[src/mip_regs.svh]
// register offsets, field positions and reset values of the extended register portal
// included by the portal design files and the bench; definitions only
`ifndef MIP_REGS_SVH
`define MIP_REGS_SVH

// standard register slots of the portal
`define MIP_OFF_CTRL 5'h0d
`define MIP_OFF_DATA 5'h0e

// portal control layout
`define MIP_CTRL_RST 16'h0000
`define MIP_FUNC_MSB 15
`define MIP_FUNC_LSB 14
`define MIP_SPACE_MSB 4
`define MIP_SPACE_LSB 0

// extended device spaces and registers that are decoded
`define MIP_SPACE_RSVD 5'h07
`define MIP_SPACE_AFE 5'h1b
`define MIP_SPACE_SQ 5'h1c
`define MIP_XREG_RSVD1 16'h003c
`define MIP_XREG_RSVD2 16'h003d
`define MIP_XREG_AFE 16'h0000
`define MIP_XREG_SQ 16'h00ac

// field masks and reset values
`define MIP_RSVD1_RW_MASK 16'h00ff
`define MIP_RSVD1_RST 16'h0000
`define MIP_RSVD2_VAL 16'h0000
`define MIP_AFE_RW_MASK 16'hffff
`define MIP_AFE_RST 16'h0020
`define MIP_PULSE_MSB 7
`define MIP_PULSE_LSB 4
`define MIP_PULSE_SMALL 4'h2
`define MIP_PULSE_LARGE 4'h7
`define MIP_SQ_MSB 14
`define MIP_SQ_LSB 8
`define MIP_SQ_RST 16'h0000
`define MIP_NONE_MASK 16'h0000

// transmit amplitude adjustment
`define MIP_TXAMP_MAX 5'h1f

`endif

[src/mip_pkg.sv]
// types shared by the extended register portal design files
// register numbers live in mip_regs.svh
package mip_pkg;

	typedef enum logic [1:0] {
		MIP_FN_ADDR = 2'h0,
		MIP_FN_DATA = 2'h1,
		MIP_FN_INC_RW = 2'h2,
		MIP_FN_INC_WR = 2'h3
	} mip_func_e;

	typedef struct packed {
		mip_func_e func;
		logic [8:0] rsvd;
		logic [4:0] space;
	} mip_ctrl_s;

	typedef struct packed {
		logic rd;
		logic wr;
		logic [4:0] addr;
		logic [15:0] wdata;
	} mip_req_s;

	typedef struct packed {
		logic valid;
		logic [15:0] data;
	} mip_rsp_s;

	typedef struct packed {
		mip_ctrl_s ctrl;
		logic [31:0][15:0] held_addr;
		mip_rsp_s rsp;
		logic [4:0] tx_drive;
	} mip_state_s;

endpackage

[src/mip_field.sv]
// one 16-bit extended register with per-bit access behaviour
// same clock and synchronised reset as the portal; i_rd marks a read of this register
`timescale 1ns/10ps
`default_nettype none
`include "mip_regs.svh"

module mip_field #(
	parameter logic [15:0] RESET = 16'h0000,
	parameter logic [15:0] RW_MASK = 16'h0000,
	parameter logic [15:0] SC_MASK = 16'h0000,
	parameter logic [15:0] LH_MASK = 16'h0000,
	parameter logic [15:0] LL_MASK = 16'h0000
) (
	input wire logic i_clk_sys,
	input wire logic i_rst_n,
	input wire logic i_wr,
	input wire logic [15:0] i_wdata,
	input wire logic i_rd,
	input wire logic [15:0] i_hw,
	output var logic [15:0] o_q
);

	localparam logic [15:0] RO_MASK = ~(RW_MASK | SC_MASK | LH_MASK | LL_MASK);

	logic [15:0] q_r;
	logic [15:0] q_nxt;

	always_comb begin
		logic [15:0] rw_v;
		logic [15:0] sc_v;
		logic [15:0] lh_v;
		logic [15:0] ll_v;
		rw_v = i_wr ? i_wdata : q_r;
		sc_v = i_wr ? i_wdata : '0;
		// hardware event beats the clear by read
		lh_v = (i_rd ? '0 : q_r) | i_hw;
		ll_v = (i_rd ? '1 : q_r) & i_hw;
		q_nxt = (rw_v & RW_MASK) | (sc_v & SC_MASK) | (lh_v & LH_MASK)
			| (ll_v & LL_MASK) | (i_hw & RO_MASK);
	end

	always_ff @(posedge i_clk_sys or negedge i_rst_n) begin
		if (!i_rst_n) begin
			q_r <= RESET;
		end else begin
			q_r <= q_nxt;
		end
	end

	assign o_q = q_r;
endmodule
`default_nettype wire

[src/mip_portal.sv]
// extended register portal: control and address/data slots of the management register set
// requests arrive decoded from the management framer on the same clock, at most one per cycle
// Summary of operation
// - indirect reach to 32 extended spaces of 65,536 registers, 16 bits each
// - function code 00 selects address mode, 01 data with no increment
// - code 10 advances the held address after every data read and write
// - code 11 advances the held address after data writes only
// - control bits 13..5 are written as zero and carry no meaning
// - low five control bits pick the extended space, reset zero
// - diagnostic pulse amplitude resets to 0x2 small, 0x7 gives a large pulse
// - seven-bit read-only signal quality in bits 14..8, lower is better
// - transmit amplitude setting acts inversely on drive level
// - fields support read/write, read-only, self-clearing, latch-high and latch-low
`timescale 1ns/10ps
`default_nettype none
`include "mip_regs.svh"

module mip_portal (
	input wire logic i_clk_sys,
	input wire logic i_nrst,
	input wire mip_pkg::mip_req_s i_req,
	input wire logic [6:0] i_signal_quality_index,
	input wire logic [4:0] i_tx_amp_adjust,
	output var mip_pkg::mip_rsp_s o_rsp,
	output var logic [3:0] o_cable_diagnostic_pulse_amp,
	output var logic [4:0] o_tx_drive_level
);

	logic [1:0] rst_pipe_r;
	logic rst_n;
	mip_pkg::mip_state_s st_r;
	mip_pkg::mip_state_s st_nxt;

	logic hit_ctrl;
	logic hit_data;
	logic wr_ctrl;
	logic wr_data;
	logic rd_data;
	logic data_mode;
	logic ext_wr;
	logic ext_rd;
	logic do_inc;
	logic [4:0] cur_space;
	logic [15:0] cur_addr;
	logic sel_rsvd1;
	logic sel_rsvd2;
	logic sel_afe;
	logic sel_sq;
	logic [15:0] q_rsvd1;
	logic [15:0] q_afe;
	logic [15:0] q_sq;
	logic [15:0] ext_rdata;

	// reset enters asynchronously, leaves synchronously
	always_ff @(posedge i_clk_sys or negedge i_nrst) begin
		if (!i_nrst) begin
			rst_pipe_r <= 2'h0;
		end else begin
			rst_pipe_r <= {rst_pipe_r[0], 1'b1};
		end
	end
	assign rst_n = rst_pipe_r[1];

	// request decode
	assign hit_ctrl = (i_req.addr == `MIP_OFF_CTRL);
	assign hit_data = (i_req.addr == `MIP_OFF_DATA);
	assign wr_ctrl = i_req.wr & hit_ctrl;
	assign wr_data = i_req.wr & hit_data;
	assign rd_data = i_req.rd & hit_data;
	// only the function field selects data mode, reserved bits are just stored
	assign data_mode = (st_r.ctrl.func != mip_pkg::MIP_FN_ADDR);
	assign ext_wr = wr_data & data_mode;
	assign ext_rd = rd_data & data_mode;
	assign cur_space = st_r.ctrl.space;
	assign cur_addr = st_r.held_addr[cur_space];

	always_comb begin
		unique case (st_r.ctrl.func)
			mip_pkg::MIP_FN_INC_RW: do_inc = ext_rd | ext_wr;
			mip_pkg::MIP_FN_INC_WR: do_inc = ext_wr;
			default: do_inc = 1'b0;
		endcase
	end

	// extended registers that are decoded; the rest read zero and drop writes
	assign sel_rsvd1 = (cur_space == `MIP_SPACE_RSVD) && (cur_addr == `MIP_XREG_RSVD1);
	assign sel_rsvd2 = (cur_space == `MIP_SPACE_RSVD) && (cur_addr == `MIP_XREG_RSVD2);
	assign sel_afe = (cur_space == `MIP_SPACE_AFE) && (cur_addr == `MIP_XREG_AFE);
	assign sel_sq = (cur_space == `MIP_SPACE_SQ) && (cur_addr == `MIP_XREG_SQ);

	mip_field #(
		.RESET(`MIP_RSVD1_RST),
		.RW_MASK(`MIP_RSVD1_RW_MASK),
		.SC_MASK(`MIP_NONE_MASK),
		.LH_MASK(`MIP_NONE_MASK),
		.LL_MASK(`MIP_NONE_MASK)
	) u_rsvd1 (
		.i_clk_sys(i_clk_sys),
		.i_rst_n(rst_n),
		.i_wr(ext_wr & sel_rsvd1),
		.i_wdata(i_req.wdata),
		.i_rd(ext_rd & sel_rsvd1),
		.i_hw(`MIP_RSVD1_RST),
		.o_q(q_rsvd1)
	);

	mip_field #(
		.RESET(`MIP_AFE_RST),
		.RW_MASK(`MIP_AFE_RW_MASK),
		.SC_MASK(`MIP_NONE_MASK),
		.LH_MASK(`MIP_NONE_MASK),
		.LL_MASK(`MIP_NONE_MASK)
	) u_afe (
		.i_clk_sys(i_clk_sys),
		.i_rst_n(rst_n),
		.i_wr(ext_wr & sel_afe),
		.i_wdata(i_req.wdata),
		.i_rd(ext_rd & sel_afe),
		.i_hw(`MIP_AFE_RST),
		.o_q(q_afe)
	);

	mip_field #(
		.RESET(`MIP_SQ_RST),
		.RW_MASK(`MIP_NONE_MASK),
		.SC_MASK(`MIP_NONE_MASK),
		.LH_MASK(`MIP_NONE_MASK),
		.LL_MASK(`MIP_NONE_MASK)
	) u_sq (
		.i_clk_sys(i_clk_sys),
		.i_rst_n(rst_n),
		.i_wr(1'b0),
		.i_wdata(i_req.wdata),
		.i_rd(ext_rd & sel_sq),
		.i_hw({1'b0, i_signal_quality_index, 8'h00}),
		.o_q(q_sq)
	);

	always_comb begin
		ext_rdata = 16'h0000;
		if (sel_rsvd1) begin
			ext_rdata = q_rsvd1;
		end else if (sel_rsvd2) begin
			ext_rdata = `MIP_RSVD2_VAL;
		end else if (sel_afe) begin
			ext_rdata = q_afe;
		end else if (sel_sq) begin
			ext_rdata = q_sq;
		end
	end

	always_comb begin
		st_nxt = st_r;
		st_nxt.rsp.valid = 1'b0;
		if (wr_ctrl) begin
			st_nxt.ctrl = mip_pkg::mip_ctrl_s'(i_req.wdata);
		end
		if (wr_data && !data_mode) begin
			st_nxt.held_addr[cur_space] = i_req.wdata;
		end
		if (do_inc) begin
			// 16-bit sum drops the carry so the top address wraps to zero
			st_nxt.held_addr[cur_space] = cur_addr + 16'h0001;
		end
		if (i_req.rd) begin
			st_nxt.rsp.valid = 1'b1;
			if (hit_ctrl) begin
				st_nxt.rsp.data = 16'(st_r.ctrl);
			end else if (hit_data) begin
				st_nxt.rsp.data = data_mode ? ext_rdata : cur_addr;
			end else begin
				st_nxt.rsp.data = 16'h0000;
			end
		end
		// larger setting, weaker drive
		st_nxt.tx_drive = 5'(`MIP_TXAMP_MAX - i_tx_amp_adjust);
	end

	always_ff @(posedge i_clk_sys or negedge rst_n) begin
		if (!rst_n) begin
			st_r <= '0;
			st_r.tx_drive <= `MIP_TXAMP_MAX;
		end else begin
			st_r <= st_nxt;
		end
	end

	assign o_rsp = st_r.rsp;
	assign o_cable_diagnostic_pulse_amp = q_afe[`MIP_PULSE_MSB:`MIP_PULSE_LSB];
	assign o_tx_drive_level = st_r.tx_drive;
endmodule
`default_nettype wire

[config.mk]
export PLATFORM = sky130hd
export DESIGN_NAME = mip_portal
export DESIGN_NICKNAME = d
export VERILOG_FILES = /design/src/mip_pkg.sv /design/src/mip_field.sv /design/src/mip_portal.sv
export VERILOG_INCLUDE_DIRS = /design/src
export SDC_FILE = /design/constraint.sdc
export NUM_CORES = 2
export LEC_CHECK = 0
export ABC_AREA = 1
export BUFFER_PORTS_ARGS = -buffer_cell sky130_fd_sc_hd__clkbuf_2
export CORE_ASPECT_RATIO = 2
export CORE_MARGIN = 8
export CORE_UTILIZATION = 25
export CTS_BUF_LIST = sky130_fd_sc_hd__clkbuf_4
export DETAILED_ROUTE_END_ITERATION = 6
export SLEW_MARGIN = 20
export SYNTH_ARGS = -nofsm -noshare
export SYNTH_HDL_FRONTEND = slang
export SYNTH_HIERARCHICAL = 1
export SYNTH_SLANG_ARGS = --single-unit
[constraint.sdc]
create_clock -name i_clk_sys -period 22.5 [get_ports i_clk_sys]
set_clock_uncertainty 0.1 [all_clocks]
set_input_delay 5.625 -clock i_clk_sys [delete_from_list [all_inputs] [get_ports i_clk_sys]]
set_output_delay 5.625 -clock i_clk_sys [all_outputs]
set_load 0.005 [all_outputs]
# == Yosys cells after proc, flatten, opt, wreduce, memory -nomap -nowiden ==
# Index checks and enable logic that the tools add are counted.
# word_totals
memories,0
input_bits,37
regBits,583
output_inout_bits,26
word_cells,90
romBits,0
ram_bits,0
latch_bits,0
# classes
n_addsub,2
eq_ne,10
magnitude_cmp,2
n_shift,0
mux,17
div,0
multipliers,0
bitwise_logic,8
reduce_logical,9
# ops
operator,n
$bwmux 512,2
$mux 512,2
$mux 16,8
$bmux 16 s5,1
$demux 16 s5,1
$eq 16x6->1 const B,2
$mux 17,1
$add 16x1->16 const B,1
$eq 16x8->1 const B,1
$logic_not 16->1,1
$mux 15,1
$eq 5x4->1 const B,2
$eq 5x5->1 const B,2
$and 1x1->1,7
$logic_and 1x1->1,6
$lt 5x6->1 const B,1
$eq 5x3->1 const B,1
$ge 5x1->1 const B,1
$sub 5x5->5 const A,1
$eq 2x2->1 const B,2
$pmux 1 s2,1
$reduce_bool 2->1,1
$logic_not 1->1,1
$or 1x1->1,1

# == Longest topological paths before layout ==
# depth
word_depth,12
depth_mapped,27
mapped_depth_nobuf,25

# == By module ==
# Netlist, hierarchy kept.
# modules_own_cells
mod,n_inst,area_each_um2,cells_each
mip_portal,1,32921.6,5028
mip_field (u_afe),1,645.6,68
mip_field (u_rsvd1),1,505.5,42
mip_field (u_sq),1,400.4,16

# == Worst setup path before layout ==
# Ideal clock, no wire load.
# synth_path
path_kind,input-to-reg
startpoint,in i_req[16] in the netlist's numbering
endpoint,reg st_r[356] in the netlist's numbering
t_arrival_ps,7613
setup_time_ps,136
setup_slack_ps,14650
path_stages,11
cell_sequence,nor4_1 -> nand3_1 -> o21ai_0 -> nand2_1 -> inv_1 -> buf_1 -> nand2_1 -> clkbuf_1 -> clkbuf_1 -> nand2_1 -> o21ai_0
# synth_rtl
element,line_no,rtl
from (decl),mip_portal.sv:21,"input wire mip_pkg::mip_req_s i_req,"
to (signal assigned),mip_portal.sv:184,st_r <= st_nxt;
to (decl),mip_portal.sv:31,mip_pkg::mip_state_s st_r;

==> flow_metrics.tcl <==
set metrics [dict create \
    cts_tree "built" \
    grt_pass1_wl_mm 210.8 \
    postSynthCellCount 5151 \
    die-area_um2 150700 \
    p_per_area_nw_per_um2 70.92 \
    finish.utilization 0.2728 \
    yosysWarnings 6 \
    grt_usage 0.1843 \
    grt_start_max_net_pins 156 \
    fin_ws_ns 14.32 \
    post_cts_buffers 0 \
    post-dp-hpwl_mm 90.81 \
    post_cts_resized 0 \
    ant_nets 0 \
    max_cap_violations 0 \
    worst_pin_slew_ns 1.150 \
    die_w_um 278.5 \
    vias_per_cell 5.053 \
    slew_headroom 0.2335 \
    p_leak_nw 17.55 \
    nets 5051 \
    postSynthAreaPerCell_um2 6.690 \
    tns_ns 0 \
    critPathSlowestCell "nand2_1" \
    layout_min_cycle_time_ns 8.184 \
    placed_area_um2 35640 \
    first_global_vias 32560 \
    cp.buffers_inverters 6 \
    routed_wl_mm 144.0 \
    cp_top_family "simple AND/OR/NAND/NOR gates" \
    cp.arrival_ns 8.99 \
    grt_overflow 0 \
    drc 0 \
    h-tree-depth 4 \
    setup_violations 0 \
    end_kind "register" \
    cts_sinks 600 \
    clkLatencyLatePin_ns 1.09 \
    crit_chain "clkbuf_2 > inv_1 > nor4_1 > nand3_1 > o21ai_0 > nand2_1 > buf_4 > inv_1 > buf_4 > nand2_1 > inv_1 > nand3_1 > nand2_1" \
    status "completed" \
    crit_type "in -> reg" \
    cts_hold_buf 0 \
    setup.worst_path.start "i_req[17]" \
    cts_made_buffers 149 \
    path_clk_slew_ns 0.08 \
    fmax_mhz 122.2 \
    synthToLayoutAreaGrowth_pct 8.405 \
    final_hold_viol_count 0 \
    root_buffer "clkbuf_4" \
    rsz0062_at_grt "false" \
    syn_area_um2 34460 \
    globalplace.congestion 0.9742 \
    drive_gt1_frac 0.07889 \
    slowest_delay_ns 0.70 \
    crit_required_ns 23.30 \
    drv_slew 0 \
    rows 192 \
    crit_fanout 42 \
    core_um2 136900 \
    min_from "rst_pipe_r[0]$_DFF_PN0_" \
    start_util 0.2517 \
    io_buffers 62 \
    wire_per_inst_um 21.03 \
    min_path_type "reg -> reg" \
    power_w 0.002649 \
    drtIter0Drc 3502 \
    worst_r2r_startpoint "cur_space[0]$_DFFE_PN0P_" \
    clock_path_buffers 4 \
    die_height_um 541.1 \
    fin_crit_sh 0.3637 \
    dp_worst_setup_slack_ns 13.41 \
    vdd_ir_drop_max_uv 43.92 \
    design_area_um2 37360 \
    io_pins 63 \
    vias 34600 \
    antenna_found_initial 5 \
    cp-start-kind "input pin" \
    first_pass_iters 6 \
]
[power by group]
| part | total (W) | leakage [nW] | switching [W] | internal [W] |
|---|---|---|---|---|
| registers | 0.00114 | 8.15 | 0.0000294 | 0.00111 |
| logic | 0.000602 | 8.38 | 0.000507 | 0.0000951 |
| clock network | 0.000908 | 1.02 | 0.000487 | 0.000421 |
| total | 0.00265 | 17.5 | 0.00102 | 0.00163 |
[layout by cell type (no fill, tap or decap), types with 2 or more instances in the layout]
cell / n
a21oi_1: 49
a22o_1: 2
a22oi_1: 18
buf_4: 63
clkbuf_2: 62
clkbuf_4: 207
clkinv_1: 27
clkinv_2: 3
conb_1: 18
dfrtp_1: 591
dfrtp_4: 3
dfstp_2: 6
diode_2: 5
ha_1: 3
inv_1: 210
inv_2: 23
inv_4: 2
nand2_1: 2399
nand2_2: 7
nand3_1: 192
nand4_1: 21
nor2_1: 145
nor2_2: 6
nor2_4: 4
nor4_2: 2
o211ai_1: 27
o21ai_0: 927
o21ai_1: 40
o21ai_4: 2
o21bai_1: 5
o221ai_1: 8
o22ai_1: 4
xor2_4: 5
[path summary, 6_finish.rpt]
path	endpoint	slack [ns]	cells past startpoint
hold reg to reg	rst_pipe_r[1]$_DFF_PN0_	0.25	0
setup / recovery	st_r[353]$_DFF_PN0_	14.32	13
setup reg to reg	st_r[484]$_DFF_PN0_	15.88	21
hold / removal	rst_pipe_r[1]$_DFF_PN0_	0.25	0
min in group asynchronous	st_r[135]$_DFF_PN0_	0.33	0
max in group asynchronous	rst_pipe_r[1]$_DFF_PN0_	17.95	1
[per-stage QoR]
stage,hold WS (ns),instances
detailed placement,0.2347,6605
global route,0.2638,6843
global placement,0.2333,6605
CTS,0.2581,6841
floorplan,0.2312,5167
finish,0.2538,6847
[final cells by class]
cell class,instances,area (um^2)
fill,15150,99570
clock buffer,207,1554
inverter,238,903.4
antenna,5,12.51
tap,1746,2185
sequential,600,15030
clock inverter,29,117.6
multi-input combinational,3895,16720
timing repair buffer,127,830.8
[metal layers]
| metal | wire [um] | up-vias | track usage |
|---|---|---|---|
| met2 | 69400 | 1828 | 0.3169 |
| li1 | - | 16070 | - |
| met4 | 16160 | 2 | 0.1760 |
| met5 | 13 | - | 0 |
| met3 | 10130 | 656 | 0.02963 |
| met1 | 48260 | 16040 | 0.1885 |
[state kept, by name (all words and copies together), names as in the netlist, named ones only]
register and flops:
u_afe/o_q 16, u_sq/o_q 16, o_rsp 17, cur_space 5, u_rsvd1/o_q 8, rst_pipe_r 2, st_r 523, o_tx_drive_level 5
[worst reg2reg max path, cell delays in order, from the launching register on]
cell     delay, ns
dfrtp_4       0.79
buf_4         0.56
buf_4         0.72
buf_4         0.61
nand2_1       0.11
o21ai_0       0.28
nand2_1       0.11
nand3_1       0.25
nand2_1       0.16
nor2_1        0.20
nor2_1        0.07
nor2_2        0.22
nand3_1       0.32
nor3_1        0.33
nand2_1       0.14
inv_1         0.17
nand3_1       0.09
nand2_1       0.30
buf_4         0.55
nand2_1       0.12
nand2_1       0.08
o21ai_0       0.10
(Power assumes the default switching activity.)
